--- src/usart_buf_defines.svh ---
// Register offsets, field positions, reset values and encodings for the data buffer block
`ifndef USART_BUF_DEFINES_SVH
`define USART_BUF_DEFINES_SVH
// Register indices (byte address is four times the index)
`define IDX_RX_LOW 4'h0
`define IDX_RX_HIGH 4'h1
`define IDX_TX_LOW 4'h2
`define IDX_TX_HIGH 4'h3
`define IDX_STATUS 4'h4
`define IDX_IRQ_EN 4'h5
`define IDX_RXTX_EN 4'h6
`define IDX_FRAME 4'h7
`define IDX_BAUD_LO 4'h8
`define IDX_BAUD_HI 4'h9
`define IDX_RSVD 4'hA
`define IDX_DBG 4'hB
`define IDX_EVT 4'hC
`define IDX_TXPL 4'hD
`define IDX_RXPL 4'hE
// Receive high byte fields
`define RXH_COMPLETE 7
`define RXH_OVERRUN 6
`define RXH_STOP_ERR 2
`define RXH_PAR_ERR 1
`define RXH_BIT8 0
// Status fields
`define ST_RXC 7
`define ST_TXC 6
`define ST_DRE 5
`define ST_RXS 4
// Receiver/transmitter enable register fields
`define EN_RX 7
`define EN_TX 6
`define EN_SFD 4
`define EN_RXMODE_HI 2
`define EN_RXMODE_LO 1
// Frame format fields
`define FR_CMODE_HI 7
`define FR_CMODE_LO 6
`define FR_PMODE_HI 5
`define FR_PMODE_LO 4
`define FR_SIZE_HI 2
`define FR_SIZE_LO 0
// Encodings
`define CMODE_SPI_MASTER 2'h3
`define RXMODE_BUS_AUTO 2'h3
`define PMODE_OFF 2'h0
`define SIZE_5 3'h0
`define SIZE_6 3'h1
`define SIZE_7 3'h2
`define SIZE_9_LOW_FIRST 3'h6
`define SIZE_9_HIGH_FIRST 3'h7
// Reset values
`define RST_BYTE 8'h00
`endif

--- src/usart_buf_pkg.sv ---
// Types shared by the data buffer block and its neighbours
package usart_buf_pkg;
  // One character delivered by the receive shift logic
  typedef struct packed {
    logic [8:0] data;
    logic stop_err;
    logic par_err;
    logic in_response;
  } rx_char_t;
  // One receive buffer entry
  typedef struct packed {
    logic [8:0] data;
    logic stop_err;
    logic par_err;
    logic overrun;
  } rx_entry_t;
  // Settings handed to the shift logic
  typedef struct packed {
    logic rx_en;
    logic tx_en;
    logic [2:0] char_size;
    logic [1:0] rx_mode;
    logic [1:0] cmode;
    logic [1:0] pmode;
    logic [15:0] baud;
  } line_cfg_t;
endpackage

--- src/usart_data_buffer_regs.sv ---
// Receive FIFO, transmit holding buffer and APB register bank of the serial transceiver
//
// Register access over APB was left to the implementer.
`timescale 1ns/1ps
`default_nettype none
`include "usart_buf_defines.svh"
module usart_data_buffer_regs
  import usart_buf_pkg::*;
(
  // Clock and reset
  input wire logic pclk,
  input wire logic presetn,
  // APB slave
  input wire logic psel,
  input wire logic penable,
  input wire logic pwrite,
  input wire logic [5:0] paddr,
  input wire logic [31:0] pwdata,
  output logic [31:0] prdata,
  output logic pready,
  output logic pslverr,
  // Receive shift logic
  input wire logic rx_push,
  input wire rx_char_t rx_char,
  input wire logic rx_shift_full,
  input wire logic rx_start_det,
  output logic rx_fifo_full,
  // Transmit shift logic
  input wire logic tx_shift_empty,
  input wire logic tx_done,
  output logic tx_load,
  output logic [8:0] tx_load_data,
  // Settings and interrupt
  output line_cfg_t line_cfg,
  output logic irq
);

  // Keep only the bits a character of the given size uses
  function automatic logic [8:0] mask_char(input logic [8:0] d, input logic [2:0] size);
    logic [8:0] m;
    m = 9'h0FF;
    case (size)
      `SIZE_5: m = 9'h01F;
      `SIZE_6: m = 9'h03F;
      `SIZE_7: m = 9'h07F;
      `SIZE_9_LOW_FIRST, `SIZE_9_HIGH_FIRST: m = 9'h1FF;
      default: m = 9'h0FF;
    endcase
    return d & m;
  endfunction

  // Nine-bit size with the low byte handled first
  function automatic logic low_first(input logic [2:0] size);
    return size == `SIZE_9_LOW_FIRST;
  endfunction

  // Register state
  logic [7:0] irq_en_q;
  logic [7:0] rxtx_en_q;
  logic [7:0] frame_q;
  logic [7:0] baud_lo_q;
  logic [7:0] baud_hi_q;
  logic [7:0] dbg_q;
  logic [7:0] evt_q;
  logic [7:0] txpl_q;
  logic [7:0] rxpl_q;
  logic txc_q;
  logic rxs_q;
  rx_entry_t fifo_q [0:1];
  logic rd_ptr_q;
  logic [1:0] count_q;
  logic ovf_pend_q;
  logic [7:0] tx_low_q;
  logic tx_bit8_q;
  logic dre_q;
  logic tx_wait_high_q;
  logic rd_had_q;
  logic pready_q;
  logic pslverr_q;
  logic [31:0] prdata_q;
  logic tx_load_q;
  logic [8:0] tx_load_data_q;
  logic irq_q;
  logic full_q;

  // Decoded settings
  logic [3:0] idx;
  logic addr_ok;
  logic xfer;
  logic wr;
  logic rd;
  logic rx_enable;
  logic spi_master;
  logic bus_auto;
  logic parity_on;
  logic [2:0] size;
  logic pop;
  logic push;
  logic load;
  rx_entry_t head;
  rx_entry_t new_entry;
  logic [7:0] rx_high;
  logic [7:0] status;

  assign idx = paddr[5:2];
  assign addr_ok = (paddr[1:0] == 2'h0) && (idx <= `IDX_RXPL);
  assign xfer = psel && penable && pready_q;
  assign wr = xfer && pwrite && addr_ok;
  assign rd = xfer && !pwrite && addr_ok;
  assign rx_enable = rxtx_en_q[`EN_RX];
  assign spi_master = frame_q[`FR_CMODE_HI:`FR_CMODE_LO] == `CMODE_SPI_MASTER;
  assign bus_auto = rxtx_en_q[`EN_RXMODE_HI:`EN_RXMODE_LO] == `RXMODE_BUS_AUTO;
  assign parity_on = frame_q[`FR_PMODE_HI:`FR_PMODE_LO] != `PMODE_OFF;
  assign size = frame_q[`FR_SIZE_HI:`FR_SIZE_LO];
  assign head = fifo_q[rd_ptr_q];

  assign pop = rd && rd_had_q && (count_q != 2'h0) &&
               (low_first(size) ? (idx == `IDX_RX_HIGH) : (idx == `IDX_RX_LOW));
  // Shifter may only push into free room
  assign push = rx_push && rx_enable && (count_q != 2'h2 || pop);

  // Entry built from the shifter's character
  always_comb begin
    new_entry = '0;
    new_entry.data = mask_char(rx_char.data, size);
    if (bus_auto) begin
      new_entry.data[8] = rx_char.in_response;
    end
    new_entry.stop_err = rx_char.stop_err;
    new_entry.par_err = rx_char.par_err && (parity_on || bus_auto);
    new_entry.overrun = ovf_pend_q;
  end

  always_comb begin
    rx_high = 8'h00;
    rx_high[`RXH_COMPLETE] = count_q != 2'h0;
    if (count_q != 2'h0) begin
      rx_high[`RXH_OVERRUN] = head.overrun && !spi_master;
      rx_high[`RXH_STOP_ERR] = head.stop_err;
      rx_high[`RXH_PAR_ERR] = head.par_err && (parity_on || bus_auto);
      rx_high[`RXH_BIT8] = head.data[8];
    end
  end

  // Status byte; receive completion and empty flags are live levels
  always_comb begin
    status = 8'h00;
    status[`ST_RXC] = count_q != 2'h0;
    status[`ST_TXC] = txc_q;
    status[`ST_DRE] = dre_q;
    status[`ST_RXS] = rxs_q;
  end

  // Receive FIFO storage and pointers
  always_ff @(posedge pclk or negedge presetn) begin
    if (!presetn) begin
      fifo_q[0] <= '0;
      fifo_q[1] <= '0;
      rd_ptr_q <= 1'b0;
      count_q <= 2'h0;
    end else if (!rx_enable) begin
      rd_ptr_q <= 1'b0;
      count_q <= 2'h0;
    end else begin
      // slot after live entries; a same-cycle pop frees the head
      if (push) begin
        fifo_q[rd_ptr_q ^ count_q[0]] <= new_entry;
      end
      if (pop) begin
        rd_ptr_q <= !rd_ptr_q;
      end
      count_q <= count_q + {1'b0, push} - {1'b0, pop};
    end
  end

  // Pending overrun rides on the character now held in the shifter
  always_ff @(posedge pclk or negedge presetn) begin
    if (!presetn) begin
      ovf_pend_q <= 1'b0;
    end else if (!rx_enable) begin
      ovf_pend_q <= 1'b0;
    end else if (count_q == 2'h2 && rx_shift_full && rx_start_det && !spi_master) begin
      ovf_pend_q <= 1'b1;
    end else if (push) begin
      ovf_pend_q <= 1'b0;
    end
  end

  // Full indication back to the shifter, registered for a clean output
  always_ff @(posedge pclk or negedge presetn) begin
    if (!presetn) begin
      full_q <= 1'b0;
    end else begin
      full_q <= rx_enable && ((count_q + {1'b0, push} - {1'b0, pop}) == 2'h2);
    end
  end

  // Transmit holding buffer
  always_ff @(posedge pclk or negedge presetn) begin
    if (!presetn) begin
      tx_low_q <= `RST_BYTE;
      tx_bit8_q <= 1'b0;
      dre_q <= 1'b1;
      tx_wait_high_q <= 1'b0;
    end else begin
      if (wr && idx == `IDX_TX_LOW && dre_q) begin
        tx_low_q <= pwdata[7:0];
        dre_q <= 1'b0;
        tx_wait_high_q <= low_first(size);
      end else if (load) begin
        dre_q <= 1'b1;
      end
      if (wr && idx == `IDX_TX_HIGH) begin
        tx_bit8_q <= pwdata[0];
        tx_wait_high_q <= 1'b0;
      end
    end
  end

  assign load = !dre_q && !tx_wait_high_q && rxtx_en_q[`EN_TX] && tx_shift_empty && !tx_load_q;

  // Load strobe and character to the shifter
  always_ff @(posedge pclk or negedge presetn) begin
    if (!presetn) begin
      tx_load_q <= 1'b0;
      tx_load_data_q <= 9'h000;
    end else begin
      tx_load_q <= load;
      if (load) begin
        tx_load_data_q <= mask_char({tx_bit8_q, tx_low_q}, size);
      end
    end
  end

  // Configuration registers written by software
  always_ff @(posedge pclk or negedge presetn) begin
    if (!presetn) begin
      irq_en_q <= `RST_BYTE;
      rxtx_en_q <= `RST_BYTE;
      frame_q <= `RST_BYTE;
      baud_lo_q <= `RST_BYTE;
      baud_hi_q <= `RST_BYTE;
      dbg_q <= `RST_BYTE;
      evt_q <= `RST_BYTE;
      txpl_q <= `RST_BYTE;
      rxpl_q <= `RST_BYTE;
    end else if (wr) begin
      case (idx)
        `IDX_IRQ_EN: irq_en_q <= pwdata[7:0];
        `IDX_RXTX_EN: rxtx_en_q <= pwdata[7:0] & 8'hDF;
        `IDX_FRAME: frame_q <= pwdata[7:0];
        `IDX_BAUD_LO: baud_lo_q <= pwdata[7:0];
        `IDX_BAUD_HI: baud_hi_q <= pwdata[7:0];
        `IDX_DBG: dbg_q <= pwdata[7:0] & 8'h01;
        `IDX_EVT: evt_q <= pwdata[7:0] & 8'h01;
        `IDX_TXPL: txpl_q <= pwdata[7:0];
        `IDX_RXPL: rxpl_q <= pwdata[7:0] & 8'h7F;
        default: ;
      endcase
    end
  end

  // Sticky event flags; a new event beats a same-cycle clear
  always_ff @(posedge pclk or negedge presetn) begin
    if (!presetn) begin
      txc_q <= 1'b0;
      rxs_q <= 1'b0;
    end else begin
      if (tx_done && dre_q) begin
        txc_q <= 1'b1;
      end else if (wr && idx == `IDX_STATUS && pwdata[`ST_TXC]) begin
        txc_q <= 1'b0;
      end
      if (rx_start_det && rxtx_en_q[`EN_SFD]) begin
        rxs_q <= 1'b1;
      end else if (wr && idx == `IDX_STATUS && pwdata[`ST_RXS]) begin
        rxs_q <= 1'b0;
      end
    end
  end

  // Interrupt level from enabled status bits
  always_ff @(posedge pclk or negedge presetn) begin
    if (!presetn) begin
      irq_q <= 1'b0;
    end else begin
      irq_q <= |(status & irq_en_q & 8'hF0);
    end
  end

  // APB handshake: one wait state so read data comes from a flop
  always_ff @(posedge pclk or negedge presetn) begin
    if (!presetn) begin
      pready_q <= 1'b0;
      pslverr_q <= 1'b0;
      prdata_q <= 32'h0000_0000;
      rd_had_q <= 1'b0;
    end else begin
      pready_q <= psel && penable && !pready_q;
      pslverr_q <= psel && penable && !pready_q && !addr_ok;
      // Remember whether the captured read saw a character
      rd_had_q <= count_q != 2'h0;
      prdata_q <= 32'h0000_0000;
      if (psel && penable && !pready_q && !pwrite && addr_ok) begin
        case (idx)
          `IDX_RX_LOW: prdata_q[7:0] <= (count_q != 2'h0) ? head.data[7:0] : 8'h00;
          `IDX_RX_HIGH: prdata_q[7:0] <= rx_high;
          `IDX_TX_LOW: prdata_q[7:0] <= tx_low_q;
          `IDX_STATUS: prdata_q[7:0] <= status;
          `IDX_IRQ_EN: prdata_q[7:0] <= irq_en_q;
          `IDX_RXTX_EN: prdata_q[7:0] <= rxtx_en_q;
          `IDX_FRAME: prdata_q[7:0] <= frame_q;
          `IDX_BAUD_LO: prdata_q[7:0] <= baud_lo_q;
          `IDX_BAUD_HI: prdata_q[7:0] <= baud_hi_q;
          `IDX_DBG: prdata_q[7:0] <= dbg_q;
          `IDX_EVT: prdata_q[7:0] <= evt_q;
          `IDX_TXPL: prdata_q[7:0] <= txpl_q;
          `IDX_RXPL: prdata_q[7:0] <= rxpl_q;
          default: prdata_q[7:0] <= 8'h00;
        endcase
      end
    end
  end

  // Outputs straight from flops
  assign prdata = prdata_q;
  assign pready = pready_q;
  assign pslverr = pslverr_q;
  assign rx_fifo_full = full_q;
  assign tx_load = tx_load_q;
  assign tx_load_data = tx_load_data_q;
  assign irq = irq_q;
  // Settings are register bits, no logic between
  assign line_cfg.rx_en = rxtx_en_q[`EN_RX];
  assign line_cfg.tx_en = rxtx_en_q[`EN_TX];
  assign line_cfg.char_size = frame_q[`FR_SIZE_HI:`FR_SIZE_LO];
  assign line_cfg.rx_mode = rxtx_en_q[`EN_RXMODE_HI:`EN_RXMODE_LO];
  assign line_cfg.cmode = frame_q[`FR_CMODE_HI:`FR_CMODE_LO];
  assign line_cfg.pmode = frame_q[`FR_PMODE_HI:`FR_PMODE_LO];
  assign line_cfg.baud = {baud_hi_q, baud_lo_q};

endmodule
`default_nettype wire

--- config.mk ---
export PLATFORM = sky130hd
export DESIGN_NAME = usart_data_buffer_regs
export DESIGN_NICKNAME = d
export VERILOG_FILES = /design/src/usart_buf_pkg.sv /design/src/usart_data_buffer_regs.sv
export VERILOG_INCLUDE_DIRS = /design/src
export SDC_FILE = /design/constraint.sdc
export NUM_CORES = 1
export LEC_CHECK = 0
export BUFFER_PORTS_ARGS = -buffer_cell sky130_fd_sc_hd__buf_2
export CORE_MARGIN = 1.5
export CORE_UTILIZATION = 54
export CTS_CLUSTER_SIZE = 14
export DETAILED_ROUTE_END_ITERATION = 7
export GPL_ROUTABILITY_DRIVEN = 1
export PLACE_DENSITY_LB_ADDON = 0.25
export SLEW_MARGIN = 20
export SYNTH_ARGS = -nofsm -noshare
export SYNTH_HDL_FRONTEND = slang
export SYNTH_SLANG_ARGS = --single-unit
--- constraint.sdc ---
create_clock -name pclk -period 2.3 [get_ports pclk]
set_input_delay 0.115 -clock pclk [delete_from_list [all_inputs] [get_ports pclk]]
set_output_delay 0.115 -clock pclk [all_outputs]
set_load 0.05 [all_outputs]
### Word-level counts from Yosys, hierarchy flattened

Index checks and enable logic that the tools add are counted.
Widths: inputs -> output; s select.

* $add $sub $neg: 2
* multipliers: 0
* div/mod/pow operators: 0
* magnitude comparators: 4
* equal/unequal tests: 24
* shift-type cells: 0
* muxes and demuxes: 29
* bitwise gates (word level): 6
* reductions and logical operators: 67

Operators with widths (count)
* $pmux 8 s13: 1
* $mux 12: 4
* $logic_and 1x1->1: 36
* $pmux 9 s4: 1
* $bwmux 24: 1
* $eq 4x4->1 const B: 6
* $reduce_and 2->1: 10
* $and 9x9->9: 2
* $eq 4x3->1 const B: 4
* $mux 1: 16
* $mux 8: 2
* $demux 12 s1: 1
* $reduce_bool 2->1: 6
* $mux 9: 1
* $and 8x8->8: 1
* $eq 2x2->1 const B: 4
* $eq 4x2->1 const B: 2
* $logic_not 1->1: 8
* $eq 3x3->1 const B: 2
* $eq 4x1->1 const B: 1
* $ge 2x2->1 const B: 2
* $le 4x4->1 const B: 1
* $logic_not 4->1: 1
* $not 1->2: 2
* 16 further kinds: 17

* bits in registers: 120
* bits in latches: 0
* memory bits (writable): 0
* bits in read-only memories: 0
* input bits: 60
* output and inout bits: 73
* logic and storage cells: 166
* memories kept: 0

### Longest topological paths before layout

* depth after elaboration: 13
* depth in mapped cells: 12
* gate-level depth less buffers: 11

### Least setup slack after synthesis

Ideal clock, no wire load.

* path kind: register -> register
* start: reg pready_q (netlist: pready)
* end: reg frame_q[0]
* setup time: 0.125 ns
* data arrival time: 2.261 ns
* required time: 2.175 ns
* setup slack: -0.086 ns
* stages on the path, launching flop included: 6
* buffers on the path: 1
* clock period less this slack: 2.386 ns
* cells stage by stage: dfrtp_1 > nand4_1 > a2111oi_4 > and3_1 > buf_2 > mux2_2

* word-level cells in the longest chain between the ends: 4

RTL lines
* from (decl): line usart_data_buffer_regs.sv:78 `logic pready_q;`
* from (signal assigned): line usart_data_buffer_regs.sv:299 `pready_q <= psel && penable && !pready_q;`
* $logic_and 1x1->1: line usart_data_buffer_regs.sv:107 `assign xfer = psel && penable && pready_q;`
* $logic_and 1x1->1 (2 in a row): line usart_data_buffer_regs.sv:108 `assign wr = xfer && pwrite && addr_ok;`
* $reduce_and 2->1 (no line)
* to (signal assigned): line usart_data_buffer_regs.sv:240 `` frame_q <= `RST_BYTE; ``
* to (signal assigned): line usart_data_buffer_regs.sv:251 `` `IDX_FRAME: frame_q <= pwdata[7:0]; ``
* to (decl): line usart_data_buffer_regs.sv:60 `logic [7:0] frame_q;`

Every way passes these cells.
A chain may end at the register's enable or synchronous reset.

### Worst setup path in the final report

* start: reg frame_q[0]
* end: reg full_q (netlist: rx_fifo_full)

* word-level cells in the longest chain between the ends: 9

RTL lines
* $eq 3x3->1 *
* $mux 1 *: line usart_data_buffer_regs.sv:118 `` (low_first(size) ? (idx == `IDX_RX_HIGH) : (idx == `IDX_RX_LOW)); ``
* $logic_and 1x1->1 *: line usart_data_buffer_regs.sv:117 `assign pop = rd && rd_had_q && (count_q != 2'h0) &&`
* $logic_or 1x1->1: line usart_data_buffer_regs.sv:120 `assign push = rx_push && rx_enable && (count_q != 2'h2 || pop);`
* $logic_and 1x1->1: line usart_data_buffer_regs.sv:120
* $add 2x1->2: line usart_data_buffer_regs.sv:194 `full_q <= rx_enable && ((count_q + {1'b0, push} - {1'b0, pop}) == 2'h2);`
* $sub 2x1->2 *: line usart_data_buffer_regs.sv:194
* $eq 2x2->1 *: line usart_data_buffer_regs.sv:194
* $logic_and 1x1->1 *: line usart_data_buffer_regs.sv:194
* to (signal assigned): line usart_data_buffer_regs.sv:194
* to (decl): line usart_data_buffer_regs.sv:84 `logic full_q;`

Every way passes the cells marked *; elsewhere a longest branch is shown, timed or not.

==> flow_metrics.py <==
metrics = {
    "clock_tree": {
        "numCtsBuffers": 17,
        "clock_sinks": 120,
        "clock_path_buffers": 2,
        "cts-root-buf": "clkbuf_8",
        "worstSkewPairLatency_ns": 0.53,
        "cts_tree": "yes",
        "htreeDepth": 4,
        "path_clk_slew_ns": 0.06,
    },
    "worst_setup_path": {
        "r2r_end": "rx_fifo_full",
        "critPathCaptureType": "flip-flop",
        "crit_path_top_delay_cell": "dfrtp_1",
        "r2r-start": "frame_q[0]",
        "cp.required_ns": 2.72,
        "crit_chain": "nand3b_1 > xnor2_1 > nand4_1 > nand2_1 > nand3_2 > ha_4 > inv_2 > ha_2 > xnor2_2 > and2_4 > nor2b_4",
        "path_class": "flip-flop to flip-flop",
        "cp_data_arrival_time_ns": 2.61,
        "cpPeakStageDelay_ns": 0.38,
        "startpoint_type": "flip-flop",
        "r2r_cells": 11,
        "cp_max_fo": 2,
        "r2r_setup_slack_ns": 0.12,
    },
    "floorplan": {
        "core_region_area_mm2": 0.0104,
        "dieArea_mm2": 0.0115,
        "rows": 37,
        "io_pins": 133,
        "die_w_um": 107,
        "die_h_um": 107,
        "start_util_pct": 56.1,
    },
    "power": {
        "p_leak_nw": 3.62,
        "netSwitchingPower_mw": 1.22,
        "peakVddDrop_mv": 0.484,
        "seq_power_share_pct": 42.4,
        "p_int_mw": 3.88,
        "p_per_area_mw_per_mm2": 705,
        "p_clk_share_pct": 49.2,
        "p_sw_share_pct": 23.9,
        "p_comb_share_pct": 8.3,
        "p_total_mw": 5.10,
    },
    "final_layout": {
        "nets": 666,
        "layoutNonFillerInstCount": 753,
        "area_growth_pct": 23.8,
        "drive_above_1_share_pct": 42.6,
        "regArea_mm2": 0.00300,
        "utilization_pct": 69.4,
        "design_area_mm2": 0.00723,
        "antenna-diode-count": 0,
        "multi_input_area_mm2": 0.00257,
        "fillCellCount": 725,
    },
    "hold_path": {
        "worstHoldEndpoint": "rxtx_en_q[4]",
        "hp-start": "pwdata[4]",
        "hold_depth": 2,
        "min_path_type": "input pin to flip-flop",
    },
    "timing": {
        "period_share_pct": 94.9,
        "layout_setup_ws_ns": 0.117,
        "setup_viol": 0,
        "tightest_slew_ns": 0.598,
        "setup_tns_ns": 0,
        "slew_viol_final": 0,
        "hold_ws_ns": 0.0129,
        "slew_headroom_pct": 60.1,
        "rsz0062_at_grt": "false",
        "clock.fmax_ghz": 0.458,
        "skew_ns": 0.00601,
        "hold_violations": 0,
        "min_period_ns": 2.18,
    },
    "detailed_routing": {
        "wire_per_inst_um": 20.7,
        "ant_nets": 0,
        "vias_per_cell": 5.82,
        "initialDrtViolationCount": 388,
        "num_vias": 4385,
        "wl_um": 15600,
        "route.detailed.drc": 0,
        "dr.pass1.iters": 5,
    },
    "grt": {
        "grt_start_max_net_pins": 64,
        "grt-ovfl-total": 0,
        "antenna_found_initial": 0,
        "grt_use_total_pct": 29.0,
        "first_global_vias": 4478,
        "grt_pass1_wl_um": 24300,
    },
    "logic_synthesis": {
        "ys_seq_area_share_pct": 51.4,
        "syn_area_per_cell_um2": 12.1,
        "yosysWarnings": 0,
        "synth_area_mm2": 0.00584,
        "ys_types": 53,
        "synth_edf_count": 0,
        "synth_ff_type": "dfrtp_1",
        "synth_cells": 484,
        "async_flop_share_pct": 100,
        "ys_ff_latch": 120,
    },
    "place": {
        "dpl_cell_area_mm2": 0.00639,
        "dp.cells": 697,
        "post-place-ws_ns": 0.132,
        "globalplace.congestion": 0.878,
        "dp_hpwl_um": 10800,
        "io_buffers": 84,
    },
    "outcome": {
        "status": "finished clean",
    },
    "job": {
        "drv_cap": 0,
    },
}
cell families (layout without fill, tap and decap cells):
logic type / after synthesis / in the layout / share of synthesized area, %
compound gates: 74 / 74 / 9.47
xor+xnor: 5 / 5 / 0.750
fa+ha+maj: 2 / 2 / 0.428
buf+inv: 67 / 177 / 6.79
flops: 120 / 120 / 51.4
mux: 113 / 113 / 21.7
other cells: 1 / 24 / 0.0642
simple gates: 102 / 102 / 9.42
metal layers:
| layer | vias up | share of wire [%] | track usage [%] |
|---|---|---|---|
| li1 | 1956 | - | - |
| met1 | 2181 | 42 | 37.7 |
| met2 | 222 | 48 | 46.9 |
| met3 | 26 | 8.2 | 7.17 |
| met4 | 0 | 1.8 | 10.9 |
| met5 | - | 0 | 0 |
synthesized netlist by cell type (2+ instances only):
cell	number	area, um2
nand2_2	2	12.5
o21a_1	2	15.0
ha_1	2	25.0
mux2_2	97	1090
nor2b_1	10	62.6
buf_4	36	270
o211ai_1	2	15.0
nand3_2	4	40.0
a22oi_1	4	30.0
nand2_1	24	90.1
clkbuf_1	14	52.6
buf_2	8	40.0
nor4_1	2	12.5
nand4_1	4	25.0
buf_1	2	7.51
a21oi_1	9	45.0
o22ai_1	3	18.8
and2_1	8	50.1
o22a_1	2	17.5
nand2b_1	2	12.5
a32oi_1	5	43.8
nor3_1	4	20.0
a31oi_1	3	18.8
dfrtp_1	119	2980
o21ai_0	14	70.1
a222oi_1	2	20.0
mux2i_1	15	150
a211oi_1	4	30.0
nand3b_1	2	15.0
inv_1	7	26.3
a221oi_1	7	61.3
nor2_1	14	52.6
xnor2_1	5	43.8
a22o_1	10	87.6
nand3_1	18	90.1
worst max-delay path by stage:
stage / endpoint / slack [ns] / from / cells past startpoint
3_5_place_dp: rx_fifo_full / 0.13 / count_q[0] / 11
2_1_floorplan: rx_fifo_full / 0.04 / pready / 11
3_3_place_gp: rx_fifo_full / 0.23 / frame_q[0] / 11
6_report: rx_fifo_full / 0.12 / frame_q[0] / 11
4_1_cts: rx_fifo_full / 0.12 / frame_q[0] / 11
5_1_grt: rx_fifo_full / 0.006 / frame_q[0] / 11
registers in the layout, summed over array words and instances, names as in the netlist, 8 cells and up:
| name | flops |
|---|---|
| prdata | 8 |
| frame_q | 8 |
| tx_low_q | 8 |
| fifo_q | 24 |
| txpl_q | 8 |
| baud_hi_q | 8 |
| baud_lo_q | 8 |
| tx_load_data | 9 |
| irq_en_q | 8 |
cells in the final DEF, fill, tap and decap left out, drive strengths merged, types with 3 or more instances in the layout:
master,n
nand3,22
a21oi,9
nor3,4
mux2,97
nor2b,10
a211oi,4
a22o,10
dlygate4sd3,21
clkinv,6
a221oi,7
inv,7
dfrtp,119
o21ai,14
a31oi,3
nand2,26
a22oi,4
a32oi,5
o22ai,3
nand4,5
nor2,14
conb,24
and2,9
clkbuf,23
xnor2,5
buf,117
mux2i,15
cell type report:
type / instances / share of cell area (%)
clock buffers: 23 / 6.45
clock inverters: 9 / 1.35
inverters: 7 / 0.363
multi-input cells: 320 / 35.6
flip-flops and latches: 120 / 41.5
well taps: 136 / 2.35
repair buffers: 138 / 12.4
worst max-delay path: cells and delay by family (launching register included):
kind,cells,cell delay [ns]
DFF,1,0.38
and+or+nand+nor,6,0.88
buffers and inverters,1,0.03
xor gates and xnor gates,2,0.34
adders and majority gates,2,0.46
power groups by stage:
stage | combinational [mW] | clock (mW) | sequential [mW]
2_1_floorplan | 0.245 | 0 | 2.21
3_3_place_gp | 0.387 | 0 | 2.20
3_5_place_dp | 0.393 | 0 | 2.20
4_1_cts | 0.422 | 2.53 | 2.16
5_1_grt | 0.453 | 2.64 | 2.17
6_report | 0.426 | 2.51 | 2.16
timing repair:
action	in CTS	in global routing
resized for setup	0	8
setup buffers	0	3
setup endpoints to repair	0	2
hold buffers	21	0
hold endpoints to repair	159	0
(Power assumes the default switching activity.)
